**src/vss_cfg.svh**
```systemverilog
// register indices, field positions, reset values and counts of the sync sampler
`ifndef VSS_CFG_SVH
`define VSS_CFG_SVH

// ==========================================================
// register indices, byte address is four times the index
`define VSS_IDX_CTRL    8'h21
`define VSS_IDX_VOFF    8'h22
`define VSS_IDX_HOFF    8'h23
`define VSS_IDX_VLEN    8'h24
`define VSS_IDX_HLEN_LO 8'h29
`define VSS_IDX_HLEN_HI 8'h2A
`define VSS_IDX_CLAMP   8'h2B
`define VSS_IDX_GAIN    8'h2D
`define VSS_IDX_STAT    8'h2F

// ==========================================================
// status fields
`define VSS_STAT_OVF    0
`define VSS_STAT_VWIN   1
`define VSS_STAT_HWIN   2
`define VSS_STAT_RDY    3
`define VSS_STAT_LINE   16

// ==========================================================
// reset values
`define VSS_CTRL_RST    6'h00
`define VSS_VOFF_RST    11'h000
`define VSS_HOFF_RST    12'h000
`define VSS_VLEN_RST    11'h7FF
`define VSS_HLEN_RST    12'hFFF
`define VSS_DLY_RST     8'h00

// ==========================================================
// counts and widths
`define VSS_CLAMP_W     8'h10
`define VSS_GAIN_W      8'h10
`define VSS_DW          24
`define VSS_FIFO_DEPTH  16

`endif

```
**src/vss_pkg.sv**
```systemverilog
// types of the sync sampler
`include "vss_cfg.svh"
package vss_pkg;

  // control register layout, bit 5 downward
  typedef struct packed {
    logic en;
    logic adcSeq;
    logic gainPol;
    logic clampPol;
    logic vPol;
    logic hPol;
  } vss_ctrl_t;

  // one sampled pixel
  typedef struct packed {
    logic                adcSel;
    logic [`VSS_DW-1:0]  data;
  } vss_pix_t;

  // pulse generator states
  typedef enum logic [1:0] {
    PS_IDLE   = 2'b00,
    PS_DELAY  = 2'b01,
    PS_ACTIVE = 2'b10
  } vss_pstate_t;

endpackage : vss_pkg

```
**src/vss_fifo.sv**
```systemverilog
// pixel fifo with registered read data
`timescale 1ns/10ps
`include "vss_cfg.svh"
module vss_fifo #(
  parameter int WIDTH = 25,
  parameter int DEPTH = `VSS_FIFO_DEPTH
) (
  // clock and reset
  input  wire logic             mclk,
  input  wire logic             reset_n,
  // fill side
  input  wire logic             inValid,
  input  wire logic [WIDTH-1:0] inData,
  output logic                  inReady,
  // drain side
  output logic                  outValid,
  output logic [WIDTH-1:0]      outData,
  input  wire logic             outReady
);
  localparam int AW = $clog2(DEPTH);

  logic [WIDTH-1:0] mem_r [DEPTH];
  logic [AW-1:0]    wrPtr_r, rdPtr_r;
  logic [AW:0]      cnt_r, cnt_nxt;
  logic             inReady_r, outValid_r;
  logic [WIDTH-1:0] outData_r;
  logic             wr, pop;

  assign wr       = inValid && inReady_r;
  assign pop      = (cnt_r != '0) && (!outValid_r || outReady);
  assign cnt_nxt  = cnt_r + {{AW{1'b0}}, wr} - {{AW{1'b0}}, pop};
  assign inReady  = inReady_r;
  assign outValid = outValid_r;
  assign outData  = outData_r;

  // ==========================================================
  // storage
  always_ff @(posedge mclk) begin
    if (wr) begin
      mem_r[wrPtr_r] <= inData;
    end
  end

  // ==========================================================
  // pointers and fill level
  always_ff @(posedge mclk or negedge reset_n) begin
    if (!reset_n) begin
      wrPtr_r   <= '0;
      rdPtr_r   <= '0;
      cnt_r     <= '0;
      inReady_r <= 1'b1;
    end else begin
      if (wr) begin
        wrPtr_r <= (wrPtr_r == AW'(DEPTH - 1)) ? '0 : wrPtr_r + AW'(1);
      end
      if (pop) begin
        rdPtr_r <= (rdPtr_r == AW'(DEPTH - 1)) ? '0 : rdPtr_r + AW'(1);
      end
      cnt_r     <= cnt_nxt;
      inReady_r <= cnt_nxt < (AW+1)'(DEPTH);
    end
  end

  // ==========================================================
  // output register
  always_ff @(posedge mclk or negedge reset_n) begin
    if (!reset_n) begin
      outValid_r <= 1'b0;
      outData_r  <= '0;
    end else if (pop) begin
      outValid_r <= 1'b1;
      outData_r  <= mem_r[rdPtr_r];
    end else if (outReady) begin
      outValid_r <= 1'b0;
    end
  end

endmodule : vss_fifo

```
**src/vss_sampler.sv**
```systemverilog
// video sync sampler: apb registers, sync edges, sampling window, pulses
`timescale 1ns/10ps
`include "vss_cfg.svh"
module vss_sampler #(
  parameter int         FIFO_DEPTH  = `VSS_FIFO_DEPTH,
  parameter logic [7:0] CLAMP_WIDTH = `VSS_CLAMP_W,
  parameter logic [7:0] GAIN_WIDTH  = `VSS_GAIN_W
) (
  // clock and reset
  input  wire logic               mclk,
  input  wire logic               reset_n,
  // apb slave
  input  wire logic               psel,
  input  wire logic               penable,
  input  wire logic               pwrite,
  input  wire logic [11:0]        paddr,
  input  wire logic [31:0]        pwdata,
  output logic [31:0]             prdata,
  output logic                    pready,
  output logic                    pslverr,
  // sync inputs
  input  wire logic               hsyncPin,
  input  wire logic               vsyncPin,
  // adc data
  input  wire logic [`VSS_DW-1:0] adc0Data,
  input  wire logic [`VSS_DW-1:0] adc1Data,
  // pulses to the adcs
  output logic                    clampPulse,
  output logic                    gainCorrectionPulse,
  // pixel stream
  output logic                    pixValid,
  output vss_pkg::vss_pix_t       pixData,
  input  wire logic               pixReady,
  output logic                    sampleReady
);
  import vss_pkg::*;

  // ==========================================================
  // declarations
  vss_ctrl_t   ctrl_r;
  logic [10:0] vOff_r, vLen_r, lineCnt_r;
  logic [11:0] hOff_r, hLen_r, pixCnt_r;
  logic [7:0]  clampStart_r, gainStart_r;
  logic        overflow_r;
  logic        hsPrev_r, vsPrev_r;
  logic        syncSeen_r;
  logic        lineStart, syncLead, frameStart;
  logic [12:0] hRel;
  logic [11:0] vRel;
  logic        vWin, hWin, doSample, fifoReady;
  logic        adcSel_r;
  vss_pix_t    sampleWord;
  logic [7:0]  regIdx;
  logic        apbSetup, apbWrite, rdHit;
  logic [31:0] rdVal, prdata_r;
  logic        pready_r, pslverr_r;
  logic [1:0]  pTrig, pPol, pulseOut_r;
  logic [7:0]  pDly [2];
  logic [7:0]  pWid [2];
  logic [7:0]  pCnt_r [2];
  vss_pstate_t pSt_r [2];

  assign prdata              = prdata_r;
  assign pready              = pready_r;
  assign pslverr             = pslverr_r;
  assign clampPulse          = pulseOut_r[0];
  assign gainCorrectionPulse = pulseOut_r[1];
  assign sampleReady         = fifoReady;

  // ==========================================================
  // apb slave, zero wait states
  assign regIdx   = paddr[9:2];
  assign apbSetup = psel && !penable;
  assign apbWrite = psel && penable && pready_r && pwrite && rdHit;

  always_comb begin
    rdVal = 32'h0000_0000;
    rdHit = (paddr[11:10] == 2'h0);
    case (regIdx)
      `VSS_IDX_CTRL:    rdVal[5:0]  = ctrl_r;
      `VSS_IDX_VOFF:    rdVal[10:0] = vOff_r;
      `VSS_IDX_HOFF:    rdVal[11:0] = hOff_r;
      `VSS_IDX_VLEN:    rdVal[10:0] = vLen_r;
      `VSS_IDX_HLEN_LO: rdVal[7:0]  = hLen_r[7:0];
      `VSS_IDX_HLEN_HI: rdVal[3:0]  = hLen_r[11:8];
      `VSS_IDX_CLAMP:   rdVal[7:0]  = clampStart_r;
      `VSS_IDX_GAIN:    rdVal[7:0]  = gainStart_r;
      `VSS_IDX_STAT: begin
        rdVal[`VSS_STAT_OVF]                    = overflow_r;
        rdVal[`VSS_STAT_VWIN]                   = vWin;
        rdVal[`VSS_STAT_HWIN]                   = hWin;
        rdVal[`VSS_STAT_RDY]                    = fifoReady;
        rdVal[`VSS_STAT_LINE+10:`VSS_STAT_LINE] = lineCnt_r;
      end
      default:          rdHit = 1'b0;
    endcase
  end

  always_ff @(posedge mclk or negedge reset_n) begin
    if (!reset_n) begin
      pready_r  <= 1'b0;
      pslverr_r <= 1'b0;
      prdata_r  <= 32'h0000_0000;
    end else begin
      pready_r  <= apbSetup;
      pslverr_r <= apbSetup && !rdHit;
      prdata_r  <= (apbSetup && !pwrite) ? rdVal : 32'h0000_0000;
    end
  end

  // ==========================================================
  // configuration registers
  always_ff @(posedge mclk or negedge reset_n) begin
    if (!reset_n) begin
      ctrl_r       <= `VSS_CTRL_RST;
      vOff_r       <= `VSS_VOFF_RST;
      hOff_r       <= `VSS_HOFF_RST;
      vLen_r       <= `VSS_VLEN_RST;
      hLen_r       <= `VSS_HLEN_RST;
      clampStart_r <= `VSS_DLY_RST;
      gainStart_r  <= `VSS_DLY_RST;
    end else if (apbWrite) begin
      case (regIdx)
        `VSS_IDX_CTRL:    ctrl_r        <= pwdata[5:0];
        `VSS_IDX_VOFF:    vOff_r        <= pwdata[10:0];
        `VSS_IDX_HOFF:    hOff_r        <= pwdata[11:0];
        `VSS_IDX_VLEN:    vLen_r        <= pwdata[10:0];
        `VSS_IDX_HLEN_LO: hLen_r[7:0]   <= pwdata[7:0];
        `VSS_IDX_HLEN_HI: hLen_r[11:8]  <= pwdata[3:0];
        `VSS_IDX_CLAMP:   clampStart_r  <= pwdata[7:0];
        `VSS_IDX_GAIN:    gainStart_r   <= pwdata[7:0];
        default: ;
      endcase
    end
  end

  // ==========================================================
  // sync edge detection
  always_ff @(posedge mclk or negedge reset_n) begin
    if (!reset_n) begin
      hsPrev_r   <= 1'b0;
      vsPrev_r   <= 1'b0;
      syncSeen_r <= 1'b0;
    end else begin
      hsPrev_r   <= hsyncPin;
      vsPrev_r   <= vsyncPin;
      syncSeen_r <= 1'b1;
    end
  end

  // line start on trailing edge of the sync pulse
  // no edge before the pins were sampled once, avoids a false edge after reset
  assign lineStart  = syncSeen_r && (ctrl_r.hPol ? (hsPrev_r && !hsyncPin)
                                                 : (!hsPrev_r && hsyncPin));
  assign syncLead   = syncSeen_r && (ctrl_r.hPol ? (!hsPrev_r && hsyncPin)
                                                 : (hsPrev_r && !hsyncPin));
  assign frameStart = syncSeen_r && (ctrl_r.vPol ? (vsPrev_r && !vsyncPin)
                                                 : (!vsPrev_r && vsyncPin));

  // ==========================================================
  // pixel and line counters, saturating
  always_ff @(posedge mclk or negedge reset_n) begin
    if (!reset_n) begin
      pixCnt_r <= 12'hFFF;
    end else if (lineStart) begin
      pixCnt_r <= 12'h000;
    end else if (pixCnt_r != 12'hFFF) begin
      pixCnt_r <= pixCnt_r + 12'h001;
    end
  end

  always_ff @(posedge mclk or negedge reset_n) begin
    if (!reset_n) begin
      lineCnt_r <= 11'h7FF;
    end else if (frameStart) begin
      lineCnt_r <= 11'h000;
    end else if (lineStart && lineCnt_r != 11'h7FF) begin
      lineCnt_r <= lineCnt_r + 11'h001;
    end
  end

  // ==========================================================
  // sampling window
  assign hRel = {1'b0, pixCnt_r} - {1'b0, hOff_r};
  assign vRel = {1'b0, lineCnt_r} - {1'b0, vOff_r};
  assign hWin = (pixCnt_r >= hOff_r) && (hRel[11:0] < hLen_r);
  assign vWin = (lineCnt_r >= vOff_r) && (vRel[10:0] < vLen_r);
  assign doSample = ctrl_r.en && vWin && hWin && !lineStart;

  // adc interleave restarts at each line
  always_ff @(posedge mclk or negedge reset_n) begin
    if (!reset_n) begin
      adcSel_r <= 1'b0;
    end else if (lineStart) begin
      adcSel_r <= ctrl_r.adcSeq;
    end else if (doSample && fifoReady) begin
      adcSel_r <= !adcSel_r;
    end
  end

  assign sampleWord.adcSel = adcSel_r;
  assign sampleWord.data   = adcSel_r ? adc1Data : adc0Data;

  // lost sample flag, set wins over clear
  always_ff @(posedge mclk or negedge reset_n) begin
    if (!reset_n) begin
      overflow_r <= 1'b0;
    end else if (doSample && !fifoReady) begin
      overflow_r <= 1'b1;
    end else if (apbWrite && regIdx == `VSS_IDX_STAT && pwdata[`VSS_STAT_OVF]) begin
      overflow_r <= 1'b0;
    end
  end

  vss_fifo #(
    .WIDTH ($bits(vss_pix_t)),
    .DEPTH (FIFO_DEPTH)
  ) u_fifo (
    .mclk     (mclk),
    .reset_n  (reset_n),
    .inValid  (doSample),
    .inData   (sampleWord),
    .inReady  (fifoReady),
    .outValid (pixValid),
    .outData  (pixData),
    .outReady (pixReady)
  );

  // ==========================================================
  // clamp (0) and gain correction (1) pulse generators
  assign pTrig   = {syncLead, lineStart};
  assign pPol    = {ctrl_r.gainPol, ctrl_r.clampPol};
  assign pDly[0] = clampStart_r;
  assign pDly[1] = gainStart_r;
  assign pWid[0] = CLAMP_WIDTH;
  assign pWid[1] = GAIN_WIDTH;

  for (genvar i = 0; i < 2; i++) begin : g_pulse
    always_ff @(posedge mclk or negedge reset_n) begin
      if (!reset_n) begin
        pSt_r[i]  <= PS_IDLE;
        pCnt_r[i] <= 8'h00;
      end else if (pTrig[i]) begin
        pSt_r[i]  <= PS_DELAY;
        pCnt_r[i] <= pDly[i];
      end else begin
        case (pSt_r[i])
          PS_DELAY: begin
            if (pCnt_r[i] == 8'h00) begin
              pSt_r[i]  <= PS_ACTIVE;
              pCnt_r[i] <= pWid[i] - 8'h01;
            end else begin
              pCnt_r[i] <= pCnt_r[i] - 8'h01;
            end
          end
          PS_ACTIVE: begin
            if (pCnt_r[i] == 8'h00) begin
              pSt_r[i] <= PS_IDLE;
            end else begin
              pCnt_r[i] <= pCnt_r[i] - 8'h01;
            end
          end
          default: pSt_r[i] <= PS_IDLE;
        endcase
      end
    end

    always_ff @(posedge mclk or negedge reset_n) begin
      if (!reset_n) begin
        pulseOut_r[i] <= 1'b1;
      end else begin
        pulseOut_r[i] <= (pSt_r[i] == PS_ACTIVE) ? pPol[i] : !pPol[i];
      end
    end
  end

  // ==========================================================
  // checks
  a_hsync_low_edge: assert property (@(posedge mclk) disable iff (!reset_n)
    (!ctrl_r.hPol && $rose(hsyncPin)) |=> pixCnt_r == 12'h000)
    else $error("line start missed on rising hsync");

  a_vsync_high_ref: assert property (@(posedge mclk) disable iff (!reset_n)
    (ctrl_r.vPol && $fell(vsyncPin)) |=> lineCnt_r == 11'h000)
    else $error("frame reference missed on falling vsync");

  a_vsync_low_ref: assert property (@(posedge mclk) disable iff (!reset_n)
    (!ctrl_r.vPol && $rose(vsyncPin)) |=> lineCnt_r == 11'h000)
    else $error("frame reference missed on rising vsync");

  a_clamp_level: assert property (@(posedge mclk) disable iff (!reset_n)
    (pSt_r[0] == PS_ACTIVE) |=> clampPulse == $past(ctrl_r.clampPol))
    else $error("clamp pulse level wrong");

  a_gain_level: assert property (@(posedge mclk) disable iff (!reset_n)
    (pSt_r[1] == PS_IDLE) |=> gainCorrectionPulse == !$past(ctrl_r.gainPol))
    else $error("gain pulse idle level wrong");

  a_adc_first: assert property (@(posedge mclk) disable iff (!reset_n)
    lineStart |=> adcSel_r == $past(ctrl_r.adcSeq))
    else $error("wrong adc first after line start");

  a_sample_gate: assert property (@(posedge mclk) disable iff (!reset_n)
    (!ctrl_r.en && !lineStart) |=> $stable(adcSel_r))
    else $error("sample taken while disabled");

  a_vert_window: assert property (@(posedge mclk) disable iff (!reset_n)
    doSample |-> (lineCnt_r >= vOff_r && ({1'b0, lineCnt_r} < {1'b0, vOff_r} + {1'b0, vLen_r})))
    else $error("sample outside vertical window");

  a_horz_window: assert property (@(posedge mclk) disable iff (!reset_n)
    doSample |-> (pixCnt_r >= hOff_r && ({1'b0, pixCnt_r} < {1'b0, hOff_r} + {1'b0, hLen_r})))
    else $error("sample outside horizontal window");

  a_clamp_delay: assert property (@(posedge mclk) disable iff (!reset_n)
    pTrig[0] |=> (pSt_r[0] == PS_DELAY && pCnt_r[0] == $past(clampStart_r)))
    else $error("clamp delay not loaded");

  a_gain_delay: assert property (@(posedge mclk) disable iff (!reset_n)
    (pTrig[1] && gainStart_r == 8'h00 && !ctrl_r.hPol && !ctrl_r.gainPol)
      ##1 !pTrig[1] |=> ##1 !gainCorrectionPulse)
    else $error("gain pulse late for zero delay");

  a_apb_answer: assert property (@(posedge mclk) disable iff (!reset_n)
    (psel && !penable) |=> pready)
    else $error("apb access not answered in one cycle");

endmodule : vss_sampler

```
**config.mk**
```make
export PLATFORM = sky130hd
export DESIGN_NAME = vss_sampler
export DESIGN_NICKNAME = d
export VERILOG_FILES = /design/src/vss_pkg.sv /design/src/vss_fifo.sv /design/src/vss_sampler.sv
export VERILOG_INCLUDE_DIRS = /design/src
export SDC_FILE = /design/constraint.sdc
export NUM_CORES = 1
export LEC_CHECK = 0
export ABC_AREA = 1
export BUFFER_PORTS_ARGS = -buffer_cell sky130_fd_sc_hd__buf_4
export CORE_AREA = 5 5 301 230
export CTS_BUF_LIST = sky130_fd_sc_hd__clkbuf_8
export DETAILED_ROUTE_END_ITERATION = 7
export DIE_AREA = 0 0 306 235
export SYNTH_ARGS = -nofsm -noshare
export SYNTH_HDL_FRONTEND = slang
export SYNTH_SLANG_ARGS = --single-unit
```
**constraint.sdc**
```tcl
create_clock -name mclk -period 5.7 [get_ports mclk]
set_input_delay 0.57 -clock mclk [delete_from_list [all_inputs] [get_ports mclk]]
set_output_delay 0.57 -clock mclk [all_outputs]
set_load 0.05 [all_outputs]
```
==> Word-level counts from Yosys, hierarchy flattened <==
Memory sizes are Yosys's and may differ from the RTL's. A register that Yosys moved wholly into a read port is not among the register bits.
Cells that the tools add are included.
{ "word_totals": {"word_cells": 181, "n_memories": 1, "ff_bits": 162, "input_bits": 100, "mem_bits_rw": 400, "output_inout_bits": 63} }
{ "mem_list": {"columns": ["name", "depth", "width", "rd", "rd_ports_with_merged_regs", "write_ports", "line", "source"], "rows": [
  ["u_fifo.mem_r", 16, 25, 1, 1, 1, "vss_fifo.sv:22", "logic [WIDTH-1:0] mem_r [DEPTH];"]
]} }
{ "op_classes": {"n_lt_le_gt_ge": 5, "n_mux": 44, "addsub": 10, "reduce_logical": 64, "n_eq_ne": 23} }
{ "op_table": {"columns": ["cell", "n"], "rows": [
  ["8-bit by 6-bit equality test with 1-bit output, second input constant", 9],
  ["8-bit two-way mux", 6],
  ["4-bit case mux with 9 select lines", 1],
  ["11-bit two-way mux", 3],
  ["8-bit case mux with 2 select lines", 2],
  ["27-bit two-way mux", 1],
  ["1-bit logical AND", 25],
  ["12-bit two-way mux", 2],
  ["24-bit two-way mux", 1],
  ["2-bit AND reduction", 12],
  ["3-bit inequality test, second input constant", 6],
  ["8-bit zero test", 2],
  ["8-bit by 1-bit subtractor with 8-bit output, second input constant", 2],
  ["1-bit two-way mux", 15],
  ["1-bit zero test", 14],
  ["2-bit case mux with 7 select lines", 1],
  ["12-bit by 1-bit adder with 12-bit output, second input constant", 1],
  ["12-bit >= comparator", 1],
  ["12-bit less-than comparator", 1],
  ["2-bit two-way mux", 6],
  ["12-bit inequality test, second input constant", 1],
  ["2-bit case mux with 6 select lines", 1],
  ["12-bit subtractor", 1],
  ["11-bit by 1-bit adder with 11-bit output, second input constant", 1],
  ["other kinds (20)", 31]
]} }

==> Depth between registers and ports, before layout <==
Gate-level depths: netlist (run 1).
{ "depth": {"depth_word": 10, "depth_mapped": 24, "depth_no_buf": 24} }

==> Hierarchy <==
Synthesis (run 1) repeated with hierarchy kept, for this count alone.
{ "hier_totals": {"hier_cells": 2733, "hier_area_um2": 26507.9} }
{ "by_module_without_submodules": {"columns": ["mod", "seq_area_each_um2", "area_each_um2", "cells_per_inst", "n_inst"], "rows": [
  ["vss_fifo", 13013.7, 17682.0, 1521, 1],
  ["vss_sampler", 3638.5, 8826.0, 1212, 1]
]} }

==> Least setup slack after synthesis (run 1) <==
Ideal clock, no wire load.
{ "synth_path": {"path_type": "register to register", "start": "register pixCnt_r[2]", "end": "memory u_fifo.mem_r[0][0], enable pin", "path_buffers": 1, "arrival_ps": 4608, "setup_time_ps": 438, "stages_incl_launch_ff": 20, "setup_slack_ps": 653, "synth_period_minus_slack_ps": 5047, "t_required_ps": 5262, "path_cell_list": "dfstp_2 > ha_1 > a21oi_1 > nand2_1 > a21oi_1 > o21ai_0 > a21oi_1 > xor2_1 > inv_1 > ha_1 > nand2_1 > a21oi_1 > nor2_1 > nand2_1 > nor2_1 > nand3_1 > nor2_1 > nand2_1 > buf_2 > nor3_1"} }
{ "synth_between": {"elab_chain_cells": 8, "elab_cells_between_ends": 9, "classes_between": "add/sub: 1; order compare: 2; mux: 2; reduce/logical: 4"} }
{ "synth_rtl": {"columns": ["item", "line", "source"], "rows": [
  ["start: declaration", "vss_sampler.sv:42", "logic [11:0] hOff_r, hLen_r, pixCnt_r;"],
  ["start signal: assignment", "vss_sampler.sv:168", "pixCnt_r <= pixCnt_r + 12'h001;"],
  ["12-bit subtractor", "vss_sampler.sv:184", "assign hRel = {1'b0, pixCnt_r} - {1'b0, hOff_r};"],
  ["12-bit less-than comparator", "vss_sampler.sv:186", "assign hWin = (pixCnt_r >= hOff_r) && (hRel[11:0] < hLen_r);"],
  ["1-bit logical AND (*)", "vss_sampler.sv:186", null],
  ["1-bit logical AND (*) (2 in series)", "vss_sampler.sv:188", "assign doSample = ctrl_r.en && vWin && hWin && !lineStart;"],
  ["1-bit logical AND (*)", "vss_fifo.sv:29", "assign wr = inValid && inReady_r;"],
  ["1-bit two-way mux (*)", "vss_fifo.sv:39", "if (wr) begin"],
  ["1-bit two-way mux (not written as such) (*)", "vss_fifo.sv:40", "mem_r[wrPtr_r] <= inData;"],
  ["end: declaration", "vss_fifo.sv:22", null]
]} }
Every way passes the cells marked *; elsewhere a longest branch is shown, timed or not.

==> Worst setup path after layout (run 1) <==
{ "layout_path": {"start": "register pixCnt_r[2]", "end": "memory u_fifo.mem_r[3][1], enable pin"} }
The elaborated chain is that of the path after synthesis.

==> out/results.ini, run 1 <==
[cells_and_area]
multiInputGateArea_sq_um=8340
antenna_cells=0
stdcell_count=3594
areaGrowthSynthToFinish_pct=15.1
layout-drive-gt1-share_pct=14.6
seqCellArea_sq_um=16700
design_area_sq_um=30000
fillers=6046
post-route-util_pct=45.5
layout.nets=2795

[sta]
finalHoldViolCount=0
tns_ps=0
fin_crit_sh_pct=87.1
min_period_ps=4960
finalClockSkew_ps=38.8
setup_viol=0
relSlewSlack_pct=22.7
rsz0062_at_grt=no
drv_slew=0
tightest_slew_ps=1160
max_freq_mhz=201

[clock_network]
cts.repair.resized=0
clk_pin_slew_ps=60
cts_buffers=95
cts_tree=built
clock_latency_ps=690
cts_setup_buffers=0
htreeDepth=3
clk_path_buf_depth=3
clock-sinks=583
cts_root_buffer=clkbuf_8
holdBufCountCts=3

[critical_path]
endpoint_kind=flip-flop
cp_cell_sequence=ha_1 -> a21oi_1 -> nand2_1 -> a21oi_1 -> o21ai_0 -> a21oi_1 -> xor2_1 -> inv_1 -> ha_1 -> nand2_1 -> a21oi_1 -> nor2_1 -> nand2_1 -> nor2_1 -> nand3_1 -> nor2_1 -> nand2_1 -> nor3_2 -> buf_4
path_buf_inv=2
crit_arrival_ps=5260
reg2regPathDepth=19
cp_slowest_stage_delay_ps=560
cp.depth=19
crit_family=simple AND/OR/NAND/NOR gates
timing.rr.start=pixCnt_r[2]$_DFFE_PN1P_
worstSetupStartpointType=flip-flop
required_ps=6000
crit_type=reg2reg
crit_fanout=25
reg2reg_to=u_fifo.mem_r[3][1]$_DFFE_PP_
reg2reg_slack_ps=740
slowest_stage=dfstp_2

[route]
drt-total-wl_mm=70.6
via_per_inst=5.19
wl_per_cell_microns=19.7
route.detailed.drc=0
dr.pass1.iters=5
first_iter_violations=1746
dr_total_vias=18600
ant_nets=0

[outcome]
outcome=complete, no violations

[yosys]
ys_async_sr_fraction_pct=31.4
netlist.area_leader.share_pct=46.1
synth_most_common_cell=nand2_1
synth-seq-cells=583
synth_area_leaders=edfxtp_1 46%, dfrtp_1 13%, nand2_1 9.1%
ys_types=48
yosysTopAreaCell=edfxtp_1
seq_area_frac_synth_pct=63.9
synth_cells=2465
synth_area_per_cell_sq_um=10.6
ys_warn_count=0
synthFlopType=edfxtp_1
synthTopCellsByCount=629 x nand2_1, 400 x edfxtp_1, 207 x o21ai_0, 180 x nor2_1, 170 x inv_1
synth-edff-count=400
synth_area_sq_um=26100

[flow_run]
maxCapViolCount=0

[grt]
grt_max_degree=102
grt_pass1_vias=17800
globalRoute.totalOverflow=0
antenna_found_initial=0
grt_use_total_pct=19.2
grt_pass1_wl_mm=107

[floorplan]
die_y_microns=235
dieArea_sq_um=71900
fp.coreArea_sq_um=66000
initial_core_util_pct=39.5
rows=82
die_w_microns=306
num_io_pins=163

[placement]
place_area_sq_um=28000
dp_cells=3413
hpwl_mm=42.6
io_buffer_count=131
place_congestion=0.866

[pwr]
leakagePower_nw=12.3
worst_ir_drop_vdd_mv=0.362
p_per_area_nw_per_um2=436

[hold_path]
hold_path_class=in2async

sequential cells by signal, indices dropped and copies added (netlist names), 4 cells and up:
signal / flops
clampStart_r: 8
hLen_r: 12
vLen_r: 11
u_fifo.cnt_r: 5
ctrl_r: 6
u_fifo.rdPtr_r: 4
pSt_r: 4
u_fifo.mem_r: 400
u_fifo.wrPtr_r: 4
u_fifo.outData: 25
lineCnt_r: 11
hOff_r: 12
gainStart_r: 8
pCnt_r: 16
pixCnt_r: 12
prdata: 23
vOff_r: 11
cells in the final DEF (no fill, tap or decap), types with 4 or more instances in the layout:
master and n:
a21o_1 6, a21oi_1 153, buf_4 161, bufinv_16 4
clkbuf_8 107, clkinv_1 20, clkinv_2 13, conb_1 10
dfrtp_1 132, dfstp_2 49, edfxtp_1 400, ha_1 61
inv_1 202, inv_2 17, mux2i_1 50, nand2_1 629
nand3_1 55, nand4_1 12, nand4_4 5, nor2_1 178
nor3_1 30, nor3_2 15, o211ai_1 4, o21ai_0 207
o21ai_1 5, o22ai_1 72, o31ai_1 25, xnor2_1 14
xor2_1 25
report_power, final:
group | switching (mW) | leakage (nW) | internal [mW]
Combinational | 2.91 | 5.35 | 1.33
Clock | 1.70 | 1.10 | 1.91
Sequential | 0.287 | 5.87 | 4.94
worst max-delay path by stage:
stage                                     to  slack, ps               startpoint
5_1_grt         u_fifo.mem_r[1][3]$_DFFE_PP_        350  pixCnt_r[2]$_DFFE_PN1P_
3_3_place_gp   u_fifo.mem_r[8][10]$_DFFE_PP_        940  pixCnt_r[2]$_DFFE_PN1P_
3_5_place_dp   u_fifo.mem_r[14][7]$_DFFE_PP_        830  pixCnt_r[2]$_DFFE_PN1P_
4_1_cts        u_fifo.mem_r[14][7]$_DFFE_PP_        780  pixCnt_r[2]$_DFFE_PN1P_
6_report        u_fifo.mem_r[3][1]$_DFFE_PP_        740  pixCnt_r[2]$_DFFE_PN1P_
2_1_floorplan   u_fifo.mem_r[0][0]$_DFFE_PP_        650  pixCnt_r[2]$_DFFE_PN1P_
through the flow:
| step | power [mW] | hold slack [ps] | setup slack (ps) |
|---|---|---|---|
| floorplan | 8.21 | 274 | 653 |
| global placement | 9.44 | 455 | 941 |
| detailed placement | 9.54 | 456 | 826 |
| CTS | 13.2 | 2.14 | 782 |
| global route | 13.9 | 35.1 | 347 |
| finish | 13.1 | 5.80 | 736 |
routing by layer:
layer,track usage [%],vias to the layer above,wire length (microns),share of wire [%]
met5,0,-,0,0
met4,4.85,0,1420,2.0
met3,4.34,105,5510,7.8
met2,28.8,613,30900,44
met1,28.4,9096,32800,46
li1,-,8827,-,-
cells by family after synthesis:
kind of cell | after synthesis | synth area share (%)
fa+ha+maj | 64 | 3.16
xor+xnor | 39 | 1.31
mux | 50 | 1.92
compound gates | 488 | 10.2
buf+inv | 295 | 4.52
flops | 583 | 63.9
simple gates | 944 | 14.9
other cells | 2 | 0.0288
area by class of cell:
| cell class | count | share of cell area, % |
|---|---|---|
| Sequential cell | 583 | 55.6 |
| Multi-Input combinational cell | 1595 | 27.8 |
| Clock buffer | 106 | 4.87 |
| Timing Repair Buffer | 165 | 4.18 |
| Tap cell | 882 | 3.68 |
| Inverter | 191 | 2.40 |
| Clock inverter | 72 | 1.49 |
worst register-to-register path, cell delays in order (launching register included):
cell and delay [ps]:
dfstp_2 560, ha_1 290, a21oi_1 170, nand2_1 140, a21oi_1 230, o21ai_0 190, a21oi_1 200, xor2_1 310
inv_1 90, ha_1 290, nand2_1 70, a21oi_1 60, nor2_1 80, nand2_1 60, nor2_1 200, nand3_1 130
nor2_1 160, nand2_1 530, nor3_2 300, buf_4 490
No activity file was read; power rests on OpenSTA's default activity.
==> run 2, diff against run 1 <==
Settings changed: CAP_MARGIN from default to 10, CORE_AREA 5 5 301 230 to 5 5 304 231, DIE_AREA 0 0 306 235 to 0 0 309 236, SYNTH_HIERARCHICAL from default to 1.
==> run 2 against run 1 <==
Against the previous run:
- sequential power barely moved
- sequential share of layout area decreased by 0.83 points
- core utilization rose by 0.26 points
- via count grew 5.5%
- synthesized cell count increased by 11%
- worst hold slack gained 80 ps
- power grew 1.9%
- register-to-register slack lost 90 ps
- cell count is 7.6% higher
- combinational power up 8.2%
- global-route usage increased by 0.097 points
- first-iteration DRC count rose by 4.8%
==> out/results.ini, run 2 <==
[critical_path]
crit_fanout=6
cp-endpoint=u_fifo/cnt_r[4]$_DFF_PN0_
slowest_stage=fa_1
timing.rr.start=lineCnt_r[0]$_DFFE_PN1P_
crit_arrival_ps=5620
cp_slowest_stage_delay_ps=400
reg2regPathDepth=30
crit_start=lineCnt_r[0]$_DFFE_PN1P_
crit_type=reg2reg
reg2reg_to=u_fifo/cnt_r[4]$_DFF_PN0_
crit_path_frequent_cell=nand2_1
worstSetupStartpointType=flip-flop
endpoint_kind=flip-flop
required_ps=6270
reg2reg_slack_ps=650

[floorplan]
rows=82
die_y_microns=236
num_io_pins=163
initial_core_util_pct=39.8
dieArea_sq_um=72900
die_w_microns=309
fp.coreArea_sq_um=66600

[yosys]
yosysTopAreaCell=edfxtp_1
synth_area_sq_um=26500
synthFlopType=edfxtp_1
synth_most_common_cell=nand2_1
netlist.area_leader.share_pct=45.3
ys_types=43
synth-edff-count=400
synth-seq-cells=583
synth_area_per_cell_sq_um=9.70
seq_area_frac_synth_pct=62.8
ys_warn_count=6
synth_cells=2733
synth_area_leaders=edfxtp_1 45%, nand2_1 16%, dfrtp_1 13%
ys_async_sr_fraction_pct=31.4
synthTopCellsByCount=1099 x nand2_1, 400 x edfxtp_1, 247 x nand3_1, 172 x inv_1, 134 x dfrtp_1

[clock_network]
clk_path_buf_depth=3
clock-sinks=583
holdBufCountCts=4
cts_root_buffer=clkbuf_8
cts.repair.resized=0
cts_tree=built
cts_buffers=97
htreeDepth=3
cts_setup_buffers=0
clk_pin_slew_ps=60
clock_latency_ps=720

[route]
ant_nets=0
wl_per_cell_microns=18.6
route.detailed.drc=0
first_iter_violations=1829
via_per_inst=5.09
dr.pass1.iters=6
drt-total-wl_mm=71.9
dr_total_vias=19700

[placement]
dpl_worst_slack_ps=635
place_congestion=0.936
hpwl_mm=44.3
io_buffer_count=131

[cells_and_area]
post-route-util_pct=45.7
layout.nets=3065
fillers=6239
final_common_cell=nand2_1
layout_common_cells=1099 x nand2_1, 400 x edfxtp_1, 247 x nand3_1
areaGrowthSynthToFinish_pct=14.8
layout-drive-gt1-share_pct=13.1
largest_reg_flops=400
top_register=u_fifo/mem_r

[sta]
setup_viol=0
fin_crit_sh_pct=88.6
relSlewSlack_pct=25.2
tightest_slew_ps=1120
tns_ps=0
fin_ws_ps=648
rsz0062_at_grt=no
finalHoldViolCount=0
min_period_ps=5050
finalClockSkew_ps=57.8
drv_slew=0
max_freq_mhz=198

[outcome]
outcome=complete, no violations

[hold_path]
hold_path_class=in2reg

[flow_run]
maxCapViolCount=0

[grt]
grt_use_total_pct=19.3
grt_pass1_vias=18600
antenna_found_initial=1
grt_pass1_wl_mm=110
grt_max_degree=111
globalRoute.totalOverflow=0

[pwr]
leakagePower_nw=12.9
worst_ir_drop_vdd_mv=0.258
p_per_area_nw_per_um2=438

run 2: cell types whose count changed after synthesis, sizes merged, moves of 45 or more:
| cell | before | now |
|---|---|---|
| mux2i | 50 | 0 |
| nand2 | 631 | 1103 |
| nand3 | 59 | 251 |
| nor2 | 184 | 139 |
| o21ai | 212 | 47 |
| o22ai | 72 | 16 |
run 2: kinds of logic (layout without fill, tap and decap cells):
logic type / after synthesis / after routing / share of synthesized area [%]
AO/OA/AOI/OAI: 200 / 200 / 4.09
XOR/XNOR: 42 / 42 / 1.39
adder cells (fa/ha/maj): 64 / 64 / 3.11
buffers and inverters: 293 / 537 / 4.81
flip-flops: 583 / 583 / 62.8
other: 2 / 11 / 0.0283
AND/OR/NAND/NOR: 1549 / 1549 / 23.8
run 2: layer usage:
layer  up-vias  GRT usage, %  routed length, microns
met5         -             0                       0
met1      9566          28.5                   33200
li1       9402             -                       -
met4         0          4.65                    1490
met2       604          29.7                   32600
met3       103          3.43                    4630
run 2: layout make-up:
| cell class | instances | area, sq um | share of cell area (%) |
|---|---|---|---|
| Inverter | 179 | 681 | 2.24 |
| Clock buffer | 105 | 1450 | 4.75 |
| Antenna cell | 1 | 2.50 | 0.00822 |
| Multi-Input combinational cell | 1865 | 8730 | 28.7 |
| Sequential cell | 583 | 16700 | 54.7 |
| Timing Repair Buffer | 175 | 1390 | 4.57 |
| Clock inverter | 78 | 428 | 1.41 |
| Tap cell | 882 | 1100 | 3.63 |
run 2: metrics by stage:
| stage | cells | hold slack (ps) | power [mW] | cell area (sq um) |
|---|---|---|---|---|
| 6_report | 3868 | 85.6 | 13.3 | 30400 |
| 3_5_place_dp | 3680 | 458 | 9.87 | 28500 |
| 3_3_place_gp | 3680 | 457 | 9.77 | 28500 |
| 4_1_cts | 3867 | 21.8 | 13.5 | 30400 |
| 5_1_grt | 3868 | 36.7 | 14.2 | 30400 |
| 2_1_floorplan | 2741 | 274 | 8.56 | 26500 |
run 2: worst max-delay path: cells and delay by family, from the launching register on:
family	cells	cell delay [ps]
AND/OR/NAND/NOR	13	1340
flip-flops	1	380
buffers and inverters	5	390
adder cells (fa/ha/maj)	6	1770
AO/OA/AOI/OAI	5	850
XOR/XNOR	1	220
run 2: how the worst min path moves through the flow:
stage	startpoint	endpoint	slack, ps	cells past startpoint
2_1_floorplan	reset_n	adcSel_r$_DFFE_PN0P_	270	0
3_3_place_gp	vLen_r[7]$_DFFE_PN1P_	vLen_r[7]$_DFFE_PN1P_	460	2
3_5_place_dp	vLen_r[5]$_DFFE_PN1P_	vLen_r[5]$_DFFE_PN1P_	460	2
4_1_cts	pwdata[11]	hOff_r[11]$_DFFE_PN0P_	20	3
5_1_grt	pwdata[11]	hOff_r[11]$_DFFE_PN0P_	40	3
6_report	pwdata[11]	hOff_r[11]$_DFFE_PN0P_	90	3
run 2: power by group:
group	switching, mW	internal (mW)
registers	0.238	4.96
clock network	1.73	1.81
logic	3.22	1.38
total	5.18	8.15
==> run 3, diff against run 2 <==
Settings changed: CELL_PAD_IN_SITES_DETAIL_PLACEMENT from default to 1, CELL_PAD_IN_SITES_GLOBAL_PLACEMENT from default to 2, PLACE_DENSITY_LB_ADDON from default to 0.1.
==> run 3 against run 2 <==
Against the previous run:
- maximum frequency fell by 2.5%
- design area rose by 0.30%
- via count rose by 2.2%
- flip-flop and latch count did not move
- register-to-register slack got worse by 130 ps
- worst setup slack got worse by 130 ps
- critical path depth fell by 5
- critical path type unchanged
- global-route usage rose by 3.5 points
==> out/results.ini, run 3 (synthesized netlist as in run 2, its figures left out) <==
[route]
via_per_inst=5.20
ant_nets=0
dr_total_vias=20100
first_iter_violations=1507
drt-total-wl_mm=83.5
dr_wl_met3_mm=4.02
wl_met2_mm=35.5
wl_per_cell_microns=21.6
met1_length_mm=42.8
highest_layer=met4
dr.pass1.iters=5
route.detailed.drc=0

[floorplan]
die_w_microns=309
dieArea_sq_um=72900
fp.coreArea_sq_um=66600
initial_core_util_pct=39.8
rows=82
die_y_microns=236
num_io_pins=163

[sta]
setup_viol=0
tightest_slew_ps=1290
tns_ps=0
drv_slew=0
relSlewSlack_pct=13.8
rsz0062_at_grt=no
max_freq_mhz=193
fin_crit_sh_pct=90.9
min_period_ps=5180
finalHoldViolCount=0
finalClockSkew_ps=21.2

[placement]
hpwl_mm=53.0
place_congestion=0.866
place_area_sq_um=28600
io_buffer_count=131

[pwr]
p_per_area_nw_per_um2=448
worst_ir_drop_vdd_mv=0.377
power_mw=13.7
leakagePower_nw=12.9

[outcome]
outcome=complete, no violations

[critical_path]
required_ps=6280
crit_fanout=6
reg2regPathDepth=25
crit_type=reg2reg
endpoint_kind=flip-flop
crit_arrival_ps=5770
worstSetupStartpointType=flip-flop

[grt]
globalRoute.totalOverflow=0
antenna_found_initial=0
grt_use_total_pct=22.7
grt_pass1_vias=20700
grt_pass1_wl_mm=127
grt_max_degree=135

[clock_network]
cts_setup_buffers=0
clk_pin_slew_ps=70
cts_buffers=97
clock-sinks=583
cts_root_buffer=clkbuf_8
htreeDepth=3
clk_path_buf_depth=3
cts_tree=built
clock_latency_ps=710

[cells_and_area]
top_register=u_fifo/mem_r
antenna_cells=0
layout-drive-gt1-share_pct=13.1
final_common_cell=nand2_1
layout.nets=3064
layout_common_cells=1099 x nand2_1, 400 x edfxtp_1, 247 x nand3_1
areaGrowthSynthToFinish_pct=15.2
design_area_sq_um=30500
largest_reg_flops=400

[hold_path]
whs_path_depth=3
hold_path_class=in2reg

[flow_run]
maxCapViolCount=0

[run 3: cell types whose count changed in the layout (fill, tap and decap cells not counted), sizes merged]
| cell | before | now |
|---|---|---|
| buf | 170 | 169 |
| clkbuf | 106 | 114 |
| clkinv | 33 | 28 |
| diode | 1 | 0 |
| inv | 221 | 216 |
[run 3: area by class of cell]
cell class | count | area, sq um
fillers | 7492 | 36100
flip-flops and latches | 583 | 16700
multi-input cells | 1865 | 8730
clock buffers | 113 | 1560
repair buffers | 174 | 1460
well taps | 882 | 1100
inverters | 179 | 678
clock inverters | 68 | 345
[run 3: stage by stage]
step | setup WS, ps | util [%] | std cells | hold WS [ps]
6_report | 518 | 45.9 | 3864 | 78.5
3_3_place_gp | 698 | 42.9 | 3679 | 456
4_1_cts | 485 | 45.9 | 3864 | 14.4
2_1_floorplan | 608 | - | 2741 | 274
3_5_place_dp | 553 | 42.9 | 3679 | 460
5_1_grt | 39.2 | 45.9 | 3864 | 29.6
[run 3: where the power goes]
part	leakage [nW]	switching (mW)	internal, mW	total (mW)
logic	5.94	3.49	1.40	4.89
clock network	1.11	1.75	1.90	3.65
registers	5.86	0.190	4.96	5.15
total	12.9	5.42	8.27	13.7
[run 3: metal layers]
layer / vias to the layer above / GRT usage (%)
met5: - / 0
met4: 0 / 4.74
met3: 95 / 3.63
met2: 403 / 32.8
met1: 10200 / 36.2
li1: 9377 / -
[run 3: critical path, stage by stage (launching register included)]
cell     delay [ps]
dfstp_2         580
ha_1            300
a21oi_1         190
nand2_1         120
a21oi_1         220
o21ai_0         200
a21oi_1         210
xor2_1          230
inv_1            70
ha_1            300
nand2_1          70
a21oi_1          70
nor2_1          100
nand2_1          70
nor2_1          130
nand3_1         200
nor2_1          260
nand2_1         230
ha_1            340
inv_1            60
ha_1            160
inv_1            50
fa_1            400
o21ai_0         220
xor2_1          220
inv_1            70
[run 3: path summary, 6_finish.rpt]
path | start | to | slack [ps]
setup / recovery | pixCnt_r[2]$_DFFE_PN1P_ | u_fifo/cnt_r[4]$_DFF_PN0_ | 520
hold / removal | pwdata[11] | hOff_r[11]$_DFFE_PN0P_ | 80
setup reg to reg | pixCnt_r[2]$_DFFE_PN1P_ | u_fifo/cnt_r[4]$_DFF_PN0_ | 520
hold reg to reg | hLen_r[4]$_DFFE_PN1P_ | hLen_r[4]$_DFFE_PN1P_ | 470
max in group asynchronous | reset_n | u_fifo/rdPtr_r[1]$_DFFE_PN0P_ | 3810
min in group asynchronous | reset_n | vOff_r[9]$_DFFE_PN0P_ | 500
[run 3: timing repair]
action                    CTS  global route
hold endpoints to repair   64             0
hold buffers                4             0
resized for setup           0             0
